## src/core/evd_pkg.sv

```systemverilog
// Package for the exception vector detect block: constants, types, functions
// Overview of operation
// - A completed system call instruction raises vector 00C00.
// - Trace at 00D00: single-step on any non-rfi success, or branch trace.
// - Floating-point assist vector 00E00 exists but is never generated here.
// - A perf counter turning negative, when enabled, raises vector 00F00.
// - Each perf counter condition has its own enable in monitor control.
// - Perf monitor stays pending while external interrupts are off.
// - Breakpoint at 01300 when address field matches and enable is set.
// - Management interrupt at 01400 while input low and interrupts on.
// - Reserved vector ranges never carry an exception.
package evd_pkg;

    localparam int ADDR_W = 5;
    localparam int VEC_W  = 16;
    localparam int N_CAUSE = 5;

    // Register byte offsets
    localparam logic [ADDR_W-1:0] OFS_MSTATE  = 5'h00;
    localparam logic [ADDR_W-1:0] OFS_MONCTL  = 5'h04;
    localparam logic [ADDR_W-1:0] OFS_INSTR_ADDR_BREAKPOINT_REG    = 5'h08;
    localparam logic [ADDR_W-1:0] OFS_STATUS  = 5'h0C;
    localparam logic [ADDR_W-1:0] OFS_MASK    = 5'h10;
    localparam logic [ADDR_W-1:0] OFS_LASTVEC = 5'h14;
    localparam logic [ADDR_W-1:0] OFS_PEND    = 5'h18;
    localparam logic [ADDR_W-1:0] OFS_COUNT   = 5'h1C;

    // Field positions
    localparam int MS_SE = 0;
    localparam int MS_BE = 1;
    localparam int MS_EE = 2;
    localparam int MC_EN_ONE = 0;
    localparam int MC_EN_TWO = 1;
    localparam int INSTR_ADDR_BREAKPOINT_REG_EN   = 1;
    localparam int INSTR_ADDR_BREAKPOINT_REG_LSB  = 2;
    localparam int CNT_SIGN  = 31;

    // Cause indices, also their fixed priority (0 highest)
    localparam int C_SMI   = 0;
    localparam int C_INSTR_ADDR_BREAKPOINT_REG  = 1;
    localparam int C_SYSC  = 2;
    localparam int C_TRACE = 3;
    localparam int C_PMON  = 4;

    // Reset values
    localparam logic [2:0]  MSTATE_RST = 3'h0;
    localparam logic [1:0]  MONCTL_RST = 2'h0;
    localparam logic [31:0] INSTR_ADDR_BREAKPOINT_REG_RST   = 32'h0000_0000;
    localparam logic [4:0]  CAUSE_RST  = 5'h00;

    // Vector offsets
    localparam logic [VEC_W-1:0] VEC_SYSC   = 16'h0C00;
    localparam logic [VEC_W-1:0] VEC_TRACE  = 16'h0D00;
    localparam logic [VEC_W-1:0] VEC_FPA    = 16'h0E00;
    localparam logic [VEC_W-1:0] VEC_PMON   = 16'h0F00;
    localparam logic [VEC_W-1:0] VEC_INSTR_ADDR_BREAKPOINT_REG   = 16'h1300;
    localparam logic [VEC_W-1:0] VEC_SMI    = 16'h1400;
    localparam logic [VEC_W-1:0] RSV_A_LO   = 16'h0E10;
    localparam logic [VEC_W-1:0] RSV_A_HI   = 16'h0EFF;
    localparam logic [VEC_W-1:0] RSV_B_LO   = 16'h1000;
    localparam logic [VEC_W-1:0] RSV_B_HI   = 16'h12FF;
    localparam logic [VEC_W-1:0] RSV_C_LO   = 16'h1500;
    localparam logic [VEC_W-1:0] RSV_C_HI   = 16'h2FFF;

    typedef enum logic [0:0] {
        BUS_IDLE = 1'b0,
        BUS_ACK  = 1'b1
    } evd_bus_state_t;

    typedef struct packed {
        logic        valid;
        logic        syscall;
        logic        rfi;
        logic        branch;
        logic        ok;
        logic [31:0] addr;
    } evd_cmpl_t;

    typedef struct packed {
        logic             valid;
        logic [VEC_W-1:0] vector;
        logic [4:0]       cause;
    } evd_exc_t;

    function automatic logic [VEC_W-1:0] vec_of_cause(input int idx);
        logic [VEC_W-1:0] v;
        v = VEC_PMON;
        case (idx)
            C_SMI:   v = VEC_SMI;
            C_INSTR_ADDR_BREAKPOINT_REG:  v = VEC_INSTR_ADDR_BREAKPOINT_REG;
            C_SYSC:  v = VEC_SYSC;
            C_TRACE: v = VEC_TRACE;
            default: v = VEC_PMON;
        endcase
        return v;
    endfunction

    function automatic logic vec_is_reserved(input logic [VEC_W-1:0] v);
        return (v >= RSV_A_LO && v <= RSV_A_HI) ||
               (v >= RSV_B_LO && v <= RSV_B_HI) ||
               (v >= RSV_C_LO && v <= RSV_C_HI);
    endfunction

    function automatic logic [31:0] be_merge(input logic [31:0] old,
                                             input logic [31:0] wd,
                                             input logic [3:0]  be);
        logic [31:0] r;
        r = old;
        for (int i = 0; i < 4; i++)
        begin
            if (be[i])
                r[8*i +: 8] = wd[8*i +: 8];
        end
        return r;
    endfunction

endpackage

```

## src/core/evd_exc_detect.sv

```systemverilog
// Exception condition detection, vector mapping and register slave
`timescale 1ns/1ps
`default_nettype none
module evd_exc_detect
    import evd_pkg::*;
(
    // Clock and reset
    input  wire logic              core_clk_i,
    input  wire logic              rst_i,
    // Completion stage
    input  wire evd_cmpl_t         cmpl_i,
    // Performance counters
    input  wire logic [31:0]       perf_counter_one_i,
    input  wire logic [31:0]       perf_counter_two_i,
    // Management interrupt, active low
    input  wire logic              system_mgmt_interrupt_n_i,
    // Avalon-MM slave
    input  wire logic [ADDR_W-1:0] avs_address_i,
    input  wire logic              avs_read_i,
    input  wire logic              avs_write_i,
    input  wire logic [31:0]       avs_writedata_i,
    input  wire logic [3:0]        avs_byteenable_i,
    output logic [31:0]            avs_readdata_o,
    output logic                   avs_waitrequest_o,
    // Exception request to the core
    output evd_exc_t               exc_o,
    // Interrupt
    output logic                   irq_o
);

    // Software-visible state
    logic [2:0]         machine_state_reg_ff;
    logic [1:0]         monitor_control_reg_zero_ff;
    logic [31:0]        instr_addr_breakpoint_reg_ff;
    logic [VEC_W-1:0]   last_vec_ff;
    logic [31:0]        taken_cnt_ff;

    // Detection state
    logic [N_CAUSE-1:0] pend_ff;
    logic               pmon_cond_ff;
    logic               smi_act_ff;
    evd_exc_t           exc_ff;

    // Bus state
    evd_bus_state_t     bus_ff;
    logic               waitreq_ff;
    logic [31:0]        rdata_ff;

    // Combinational
    logic               single_step_trace_enable;
    logic               branch_trace_enable;
    logic               external_interrupt_enable;
    logic               pmon_cond;
    logic               smi_act;
    logic               bp_hit;
    logic [N_CAUSE-1:0] ev;
    logic [N_CAUSE-1:0] elig;
    logic [N_CAUSE-1:0] take;
    logic [N_CAUSE-1:0] nxt_pend;
    logic               pick_valid;
    logic [VEC_W-1:0]   pick_vec;
    logic               req;
    logic               commit;
    logic               wr_commit;
    logic [N_CAUSE-1:0] status;
    logic [N_CAUSE-1:0] mask;
    logic               irq;
    logic [31:0]        nxt_rdata;
    logic [31:0]        wmerge_ms;
    logic [31:0]        wmerge_mc;
    logic [31:0]        wmerge_bp;
    logic [31:0]        wmerge_st;
    logic [31:0]        wmerge_mk;

    assign single_step_trace_enable  = machine_state_reg_ff[MS_SE];
    assign branch_trace_enable       = machine_state_reg_ff[MS_BE];
    assign external_interrupt_enable = machine_state_reg_ff[MS_EE];

    // Counter sign bit is the negative flag; each counter enabled alone
    assign pmon_cond =
        (monitor_control_reg_zero_ff[MC_EN_ONE] &&
         perf_counter_one_i[CNT_SIGN]) ||
        (monitor_control_reg_zero_ff[MC_EN_TWO] &&
         perf_counter_two_i[CNT_SIGN]);

    assign smi_act = !system_mgmt_interrupt_n_i;

    // Address field is the upper thirty bits; word index compare
    assign bp_hit = instr_addr_breakpoint_reg_ff[INSTR_ADDR_BREAKPOINT_REG_EN] &&
                    (instr_addr_breakpoint_reg_ff[31:INSTR_ADDR_BREAKPOINT_REG_LSB] ==
                     cmpl_i.addr[31:INSTR_ADDR_BREAKPOINT_REG_LSB]);

    // Raw events of this cycle
    always_comb
    begin
        ev = '0;
        ev[C_SYSC] = cmpl_i.valid && cmpl_i.syscall;
        ev[C_TRACE] = cmpl_i.valid &&
            ((single_step_trace_enable && cmpl_i.ok &&
              !cmpl_i.rfi) ||
             (branch_trace_enable && cmpl_i.branch));
        ev[C_INSTR_ADDR_BREAKPOINT_REG] = cmpl_i.valid && bp_hit;
        // Edge, so one negative crossing gives one exception
        ev[C_PMON] = pmon_cond && !pmon_cond_ff;
        ev[C_SMI]  = smi_act && !smi_act_ff;
    end

    // Asynchronous causes wait for the interrupt enable
    always_comb
    begin
        elig = pend_ff;
        elig[C_PMON] = pend_ff[C_PMON] &&
                       external_interrupt_enable;
        elig[C_SMI]  = pend_ff[C_SMI] && smi_act &&
                       external_interrupt_enable;
    end

    // Floating-point assist has no cause slot: never raised
    evd_prio_pick u_pick (
        .elig_i   (elig),
        .valid_o  (pick_valid),
        .onehot_o (take),
        .vector_o (pick_vec)
    );

    // New events beat the clear of the one being taken
    always_comb
    begin
        nxt_pend = (pend_ff & ~take) | ev;
        // Management request withdrawn before service is dropped
        if (!smi_act)
            nxt_pend[C_SMI] = 1'b0;
    end

    always_ff @(posedge core_clk_i)
    begin
        if (rst_i)
            pend_ff <= CAUSE_RST;
        else
            pend_ff <= nxt_pend;
    end

    always_ff @(posedge core_clk_i)
    begin
        if (rst_i)
        begin
            pmon_cond_ff <= 1'b0;
            smi_act_ff   <= 1'b0;
        end
        else
        begin
            pmon_cond_ff <= pmon_cond;
            smi_act_ff   <= smi_act;
        end
    end

    // One exception request per cycle, registered
    always_ff @(posedge core_clk_i)
    begin
        if (rst_i)
            exc_ff <= '0;
        else
        begin
            exc_ff.valid  <= pick_valid;
            exc_ff.vector <= pick_valid ? pick_vec : '0;
            exc_ff.cause  <= take;
        end
    end

    always_ff @(posedge core_clk_i)
    begin
        if (rst_i)
            last_vec_ff <= '0;
        else if (pick_valid)
            last_vec_ff <= pick_vec;
    end

    always_ff @(posedge core_clk_i)
    begin
        if (rst_i)
            taken_cnt_ff <= 32'h0000_0000;
        else if (pick_valid)
            taken_cnt_ff <= taken_cnt_ff + 32'h0000_0001;
    end

    // Bus handshake: one wait cycle, then one cycle of waitrequest low
    assign req       = avs_read_i || avs_write_i;
    assign commit    = (bus_ff == BUS_ACK) && req;
    assign wr_commit = commit && avs_write_i;

    always_ff @(posedge core_clk_i)
    begin
        if (rst_i)
        begin
            bus_ff     <= BUS_IDLE;
            waitreq_ff <= 1'b1;
        end
        else
        begin
            unique case (bus_ff)
                BUS_IDLE:
                begin
                    if (req)
                    begin
                        bus_ff     <= BUS_ACK;
                        waitreq_ff <= 1'b0;
                    end
                end
                BUS_ACK:
                begin
                    bus_ff     <= BUS_IDLE;
                    waitreq_ff <= 1'b1;
                end
            endcase
        end
    end

    // Read data latched with the answer; unmapped reads give zero
    always_comb
    begin
        nxt_rdata = 32'h0000_0000;
        unique case (avs_address_i)
            OFS_MSTATE:  nxt_rdata[2:0] = machine_state_reg_ff;
            OFS_MONCTL:  nxt_rdata[1:0] = monitor_control_reg_zero_ff;
            OFS_INSTR_ADDR_BREAKPOINT_REG:    nxt_rdata = instr_addr_breakpoint_reg_ff;
            OFS_STATUS:  nxt_rdata[N_CAUSE-1:0] = status;
            OFS_MASK:    nxt_rdata[N_CAUSE-1:0] = mask;
            OFS_LASTVEC: nxt_rdata[VEC_W-1:0] = last_vec_ff;
            OFS_PEND:    nxt_rdata[N_CAUSE-1:0] = pend_ff;
            OFS_COUNT:   nxt_rdata = taken_cnt_ff;
            default:     nxt_rdata = 32'h0000_0000;
        endcase
    end

    always_ff @(posedge core_clk_i)
    begin
        if (rst_i)
            rdata_ff <= 32'h0000_0000;
        else if (bus_ff == BUS_IDLE && avs_read_i)
            rdata_ff <= nxt_rdata;
    end

    assign wmerge_ms = be_merge({29'h0, machine_state_reg_ff},
                                avs_writedata_i, avs_byteenable_i);
    assign wmerge_mc = be_merge({30'h0, monitor_control_reg_zero_ff},
                                avs_writedata_i, avs_byteenable_i);
    assign wmerge_bp = be_merge(instr_addr_breakpoint_reg_ff,
                                avs_writedata_i, avs_byteenable_i);
    // Clear and mask writes only act on lanes that are enabled
    assign wmerge_st = be_merge(32'h0000_0000,
                                avs_writedata_i, avs_byteenable_i);
    assign wmerge_mk = be_merge({27'h0, mask},
                                avs_writedata_i, avs_byteenable_i);

    always_ff @(posedge core_clk_i)
    begin
        if (rst_i)
            machine_state_reg_ff <= MSTATE_RST;
        else if (wr_commit && avs_address_i == OFS_MSTATE)
            machine_state_reg_ff <= wmerge_ms[2:0];
    end

    always_ff @(posedge core_clk_i)
    begin
        if (rst_i)
            monitor_control_reg_zero_ff <= MONCTL_RST;
        else if (wr_commit && avs_address_i == OFS_MONCTL)
            monitor_control_reg_zero_ff <= wmerge_mc[1:0];
    end

    always_ff @(posedge core_clk_i)
    begin
        if (rst_i)
            instr_addr_breakpoint_reg_ff <= INSTR_ADDR_BREAKPOINT_REG_RST;
        else if (wr_commit && avs_address_i == OFS_INSTR_ADDR_BREAKPOINT_REG)
            instr_addr_breakpoint_reg_ff <= wmerge_bp;
    end

    evd_irq_ctrl u_irq (
        .core_clk_i  (core_clk_i),
        .rst_i       (rst_i),
        .set_i       (take),
        .wr_status_i (wr_commit && avs_address_i == OFS_STATUS),
        .wr_mask_i   (wr_commit && avs_address_i == OFS_MASK),
        .wdata_i     (avs_address_i == OFS_STATUS ?
                      wmerge_st[N_CAUSE-1:0] : wmerge_mk[N_CAUSE-1:0]),
        .status_o    (status),
        .mask_o      (mask),
        .irq_o       (irq)
    );

    assign avs_readdata_o    = rdata_ff;
    assign avs_waitrequest_o = waitreq_ff;
    assign exc_o             = exc_ff;
    assign irq_o             = irq;

endmodule
`default_nettype wire

```

## src/core/evd_irq_ctrl.sv

```systemverilog
// Sticky status, mask and level interrupt for taken exceptions
`timescale 1ns/1ps
`default_nettype none
module evd_irq_ctrl
    import evd_pkg::*;
(
    // Clock and reset
    input  wire logic               core_clk_i,
    input  wire logic               rst_i,
    // Events
    input  wire logic [N_CAUSE-1:0] set_i,
    // Software access
    input  wire logic               wr_status_i,
    input  wire logic               wr_mask_i,
    input  wire logic [N_CAUSE-1:0] wdata_i,
    // State
    output logic [N_CAUSE-1:0]      status_o,
    output logic [N_CAUSE-1:0]      mask_o,
    output logic                    irq_o
);

    logic [N_CAUSE-1:0] status_ff;
    logic [N_CAUSE-1:0] mask_ff;
    logic               irq_ff;
    logic [N_CAUSE-1:0] nxt_status;

    // Set beats a simultaneous write-one clear
    always_comb
    begin
        nxt_status = status_ff;
        if (wr_status_i)
            nxt_status = nxt_status & ~wdata_i;
        nxt_status = nxt_status | set_i;
    end

    always_ff @(posedge core_clk_i)
    begin
        if (rst_i)
            status_ff <= CAUSE_RST;
        else
            status_ff <= nxt_status;
    end

    always_ff @(posedge core_clk_i)
    begin
        if (rst_i)
            mask_ff <= CAUSE_RST;
        else if (wr_mask_i)
            mask_ff <= wdata_i;
    end

    always_ff @(posedge core_clk_i)
    begin
        if (rst_i)
            irq_ff <= 1'b0;
        else
            irq_ff <= |(status_ff & mask_ff);
    end

    assign status_o = status_ff;
    assign mask_o   = mask_ff;
    assign irq_o    = irq_ff;

endmodule
`default_nettype wire

```

## src/core/evd_prio_pick.sv

```systemverilog
// Fixed-priority selection of one eligible exception cause
`timescale 1ns/1ps
`default_nettype none
module evd_prio_pick
    import evd_pkg::*;
(
    // Candidates
    input  wire logic [N_CAUSE-1:0] elig_i,
    // Selection
    output logic                    valid_o,
    output logic [N_CAUSE-1:0]      onehot_o,
    output logic [VEC_W-1:0]        vector_o
);

    logic [VEC_W-1:0] cand;

    always_comb
    begin
        valid_o  = 1'b0;
        onehot_o = '0;
        cand     = '0;
        // Lowest index wins; others stay pending for later cycles
        for (int i = N_CAUSE - 1; i >= 0; i--)
        begin
            if (elig_i[i])
            begin
                onehot_o = '0;
                onehot_o[i] = 1'b1;
                cand = vec_of_cause(i);
            end
        end
        // Guard: a reserved vector is never issued
        valid_o  = |elig_i && !vec_is_reserved(cand);
        vector_o = cand;
        if (!valid_o)
            onehot_o = '0;
    end

endmodule
`default_nettype wire

```

## config.mk

```make
export PLATFORM = sky130hd
export DESIGN_NAME = evd_exc_detect
export DESIGN_NICKNAME = d
export VERILOG_FILES = /design/src/core/evd_pkg.sv /design/src/core/evd_exc_detect.sv /design/src/core/evd_irq_ctrl.sv /design/src/core/evd_prio_pick.sv
export SDC_FILE = /design/constraint.sdc
export NUM_CORES = 1
export LEC_CHECK = 0
export BUFFER_PORTS_ARGS = -buffer_cell sky130_fd_sc_hd__buf_2
export CAP_MARGIN = 20
export CORE_MARGIN = 8
export CORE_UTILIZATION = 45
export CTS_CLUSTER_SIZE = 12
export DETAILED_ROUTE_END_ITERATION = 16
export GPL_TIMING_DRIVEN = 1
export PLACE_DENSITY = 0.71
export RECOVER_POWER = 100
export SLEW_MARGIN = 20
export SYNTH_ARGS = -nofsm -noshare
export SYNTH_HDL_FRONTEND = slang
export SYNTH_HIERARCHICAL = 1
export SYNTH_SLANG_ARGS = --single-unit
```

## constraint.sdc

```tcl
create_clock -name core_clk_i -period 2.5 [get_ports core_clk_i]
set_input_delay 0.5 -clock core_clk_i [delete_from_list [all_inputs] [get_ports core_clk_i]]
set_output_delay 0.5 -clock core_clk_i [all_outputs]
set_load 0.005 [all_outputs]
```

==> impl_metrics.csv <==
group,metric,value,unit
worst_hold_path,holdPathStages,2,
run_status,outcome,"finished, final reports clean",
timing,hold_slack,0.2691,ns
clock_tree,h-tree-depth,4,
floorplanning,initial_utilization,0.4596,
setup_path,crit_chain,"nand2_1 -> nor2_1 -> nor3_1 -> nand2_1 -> nand4_1 -> nor4_4 -> nand2_1 -> or3_1 -> a21oi_1",
setup_path,path_delay_family,"simple AND/OR/NAND/NOR gates",
synth,yosys_warnings,6,
drt,antenna_left,0,
timing,setup_ws,0.2067,ns
clock_tree,cts_made_buffers,17,
setup_path,reg2reg_to,"taken_cnt_ff[31]",
synth,syn_area_per_cell,9.305,um^2
drt,first_pass_iters,8,
synth,syn-cell-area,6960,um^2
placement,port_buffers,138,
drt,drcViolationCount,0,
floorplanning,fp.dieW,140.4,um
synth,synth-seq-area-share,0.4573,
timing,fin_crit,2.293,ns
synth,yosys.cell_types.count,52,
drt,route.vias.total,5883,
placement,pre_cts_ws,0.01913,ns
synth,async_flop_share,0,
drt,wl_per_cell,18.04,um
grt,antenna_found_initial,0,
setup_path,critPathArrivalTime,2.62,ns
setup_path,r2r_slack,0.21,ns
drt,wl,19.54,mm
setup_path,crit_fanout,5,
setup_path,cp_common_cell,"nand2_1",
final_layout,layout-drive-gt1-share,0.1866,
worst_hold_path,hp-class,"input port to register",
clock_tree,ctsResizeCount,0,
setup_path,r2r-start,"machine_state_reg_ff[2]",
setup_path,cp_slowest_cell,"nor4_4",
setup_path,max_stage_delay,0.41,ns
placement,hpwl,14.62,mm
timing,tightest_slew,1.211,ns
drt,vias_per_cell,5.432,
setup_path,crit_cells,9,
floorplanning,ios,203,
timing,drv_slew,0,
clock_tree,cts_sinks,159,
timing,clock-skew-final,0.006293,ns
setup_path,worstSetupEndpoint,"taken_cnt_ff[31]",
floorplanning,die_y,140.4,um
synth,ys.flop_type,"dfxtp_1",
grt,grt_pass1_wl,30.49,mm
clock_tree,postCtsSetupBuffers,0,
timing,slew_headroom,0.1924,
pwr,peakVddDrop,0.5031,mV
clock_tree,cts_max_path_buffers,2,
clock_tree,cts_tree,"done",
setup_path,reg2reg_depth,9,
placement,gp_congestion,0.8746,
timing,setup_viol,0,
final_layout,syn2layout_area_growth,19.31,%
setup_path,critPathCaptureType,"register",
grt,globalRouteOverflowTotal,0,
pwr,leakagePower,3.361,nW
final_layout,diodes,0,
final_layout,fin_nets,1030,
clock_tree,clkTransAtPathRegs,0.06,ns
final_layout,multiInputGateArea,3491,um^2
clock_tree,ctsRootBufferMaster,"clkbuf_16",
grt,grt_pass1_vias,5602,
setup_path,setup.worst_path.start,"machine_state_reg_ff[2]",
job,cap_viol_max_count,0,
floorplanning,dieArea,19700,um^2
setup_path,start_kind,"register",
final_layout,nFillCells,1386,
grt,grt_use_total,0.1971,
setup_path,path_class,"register to register",
setup_path,crit_required,2.83,ns
timing,period_share,0.9173,
timing,fmax,0.4361,GHz
setup_path,path_buf_inv,0,
clock_tree,hold_buffers,0,
floorplanning,core,15150,um^2
grt,grt_start_max_net_pins,59,
pwr,pwr_density_cell,657.6,nW/um^2
final_layout,seqCellArea,3183,um^2
synth,synth-edff-count,0,
synth,syn-instance-count,748,
timing,tns,0,ns
floorplanning,rows,45,
timing,hold_viol,0,
timing,rsz0062_at_grt,"no",
pwr,finalPower,5.461,mW
clock_tree,clk_latency,0.42,ns
synth,ys_ff_latch,159,
drt,drtIter0Drc,488,
-- synthesized netlist by cell type, types with 10 or more instances --
cell,n,area (um^2)
a211oi_1,17,127.6
a21oi_1,15,75.07
a22o_1,16,140.1
a22oi_1,30,225.2
and2_1,19,118.9
buf_4,16,120.1
clkbuf_1,26,97.59
dfxtp_1,159,3183
mux2i_1,60,600.6
nand2_1,50,187.7
nand3_1,13,65.06
nand4_1,13,81.33
nor2_1,119,446.7
nor2b_1,11,68.82
nor3_1,10,50.05
nor4_1,13,81.33
o21ai_0,14,70.07
xnor2_1,37,324.1
xor2_1,19,166.4
-- through the flow --
| step | area, um^2 | util | cells |
|---|---|---|---|
| 5_1_grt | 8304 | 0.5483 | 1083 |
| 3_3_place_gp | 7814 | 0.5159 | 1051 |
| 3_5_place_dp | 7814 | 0.5159 | 1051 |
| 6_report | 8304 | 0.5483 | 1083 |
| 4_1_cts | 8381 | 0.5533 | 1083 |
| 2_1_floorplan | 6998 | - | 758 |
-- worst register-to-register path, stage by stage, from the launching register on --
cell and delay (ns):
dfxtp_1 0.40, nand2_1 0.07, nor2_1 0.12, nor3_1 0.07
nand2_1 0.20, nand4_1 0.23, nor4_4 0.41, nand2_1 0.16
or3_1 0.37, a21oi_1 0.16
-- worst min-delay path by stage --
stage / startpoint / to / slack, ns
CTS: system_mgmt_interrupt_n_i / smi_act_ff / 0.25
global placement: smi_act_ff / pend_ff[0] / 0.40
floorplan: smi_act_ff / pend_ff[0] / 0.39
global route: system_mgmt_interrupt_n_i / smi_act_ff / 0.28
detailed placement: pmon_cond_ff / pend_ff[4] / 0.41
finish: system_mgmt_interrupt_n_i / smi_act_ff / 0.27
-- state kept, by name (all words and copies together) (netlist names) --
name,count
avs_readdata_o,32
avs_waitrequest_o,1
bus_ff,1
exc_o,22
instr_addr_breakpoint_reg_ff,32
last_vec_ff,16
machine_state_reg_ff,3
monitor_control_reg_zero_ff,2
pend_ff,5
pmon_cond_ff,1
smi_act_ff,1
taken_cnt_ff,32
u_irq/irq_o,1
u_irq/mask_o,5
u_irq/status_o,5
-- power breakdown --
part / internal, mW / switching, mW / leakage, nW / total [mW]
logic: 0.145 / 0.208 / 1.80 / 0.354
clock network: 1.49 / 1.01 / 0.273 / 2.49
registers: 2.58 / 0.0338 / 1.29 / 2.62
total: 4.21 / 1.25 / 3.36 / 5.46
-- layer usage --
metal	share of wire	track usage	up-vias
met4	0.018	0.07714	0
met5	0	0	-
li1	-	-	2867
met2	0.47	0.3118	189
met1	0.45	0.2540	2801
met3	0.068	0.04757	26
-- area by class of cell --
cell class              instances  area share
clock buffers                  21     0.05424
clock inverters                11     0.01401
inverters                       6    0.002712
multi-input cells             538      0.4204
flip-flops and latches        159      0.3833
well taps                     188     0.02833
repair buffers                160     0.09703
-- cells in the final DEF (no fill, tap or decap), types with 3 or more instances in the layout --
cell type | netlist | routed
o21ai_0 | 14 | 14
nand4_2 | 5 | 4
nand3_1 | 13 | 13
a211oi_1 | 17 | 17
nand2b_1 | 8 | 8
o31ai_1 | 3 | 3
nor2b_1 | 11 | 10
o21ba_2 | 5 | 5
or3_1 | 6 | 6
clkbuf_16 | 0 | 17
a22o_1 | 16 | 16
xor2_1 | 19 | 19
a222oi_1 | 3 | 3
a21boi_0 | 6 | 6
xnor2_1 | 37 | 37
and2_1 | 19 | 17
nand3b_1 | 4 | 4
buf_4 | 16 | 16
nand4_1 | 13 | 14
a22oi_1 | 30 | 30
dfxtp_1 | 159 | 159
a21oi_1 | 15 | 15
nor4_1 | 13 | 12
clkinvlp_4 | 0 | 3
clkbuf_1 | 26 | 45
nor3_1 | 10 | 10
inv_1 | 6 | 6
nand2_1 | 50 | 51
and4_1 | 7 | 7
nor2_1 | 119 | 118
mux2i_1 | 60 | 60
conb_1 | 1 | 11
buf_2 | 7 | 98
clkinv_2 | 0 | 5
-- cells by family after synthesis --
logic type	Yosys count	share of synthesized area
DFF	159	0.4573
muxes	62	0.09114
and+or+nand+nor	290	0.2087
buffers and inverters	61	0.04602
AOI/OAI and AO/OA	118	0.1240
other	1	0.0005388
adders and majority gates	1	0.001797
xor gates and xnor gates	56	0.07047
(Power assumes the default switching activity.)
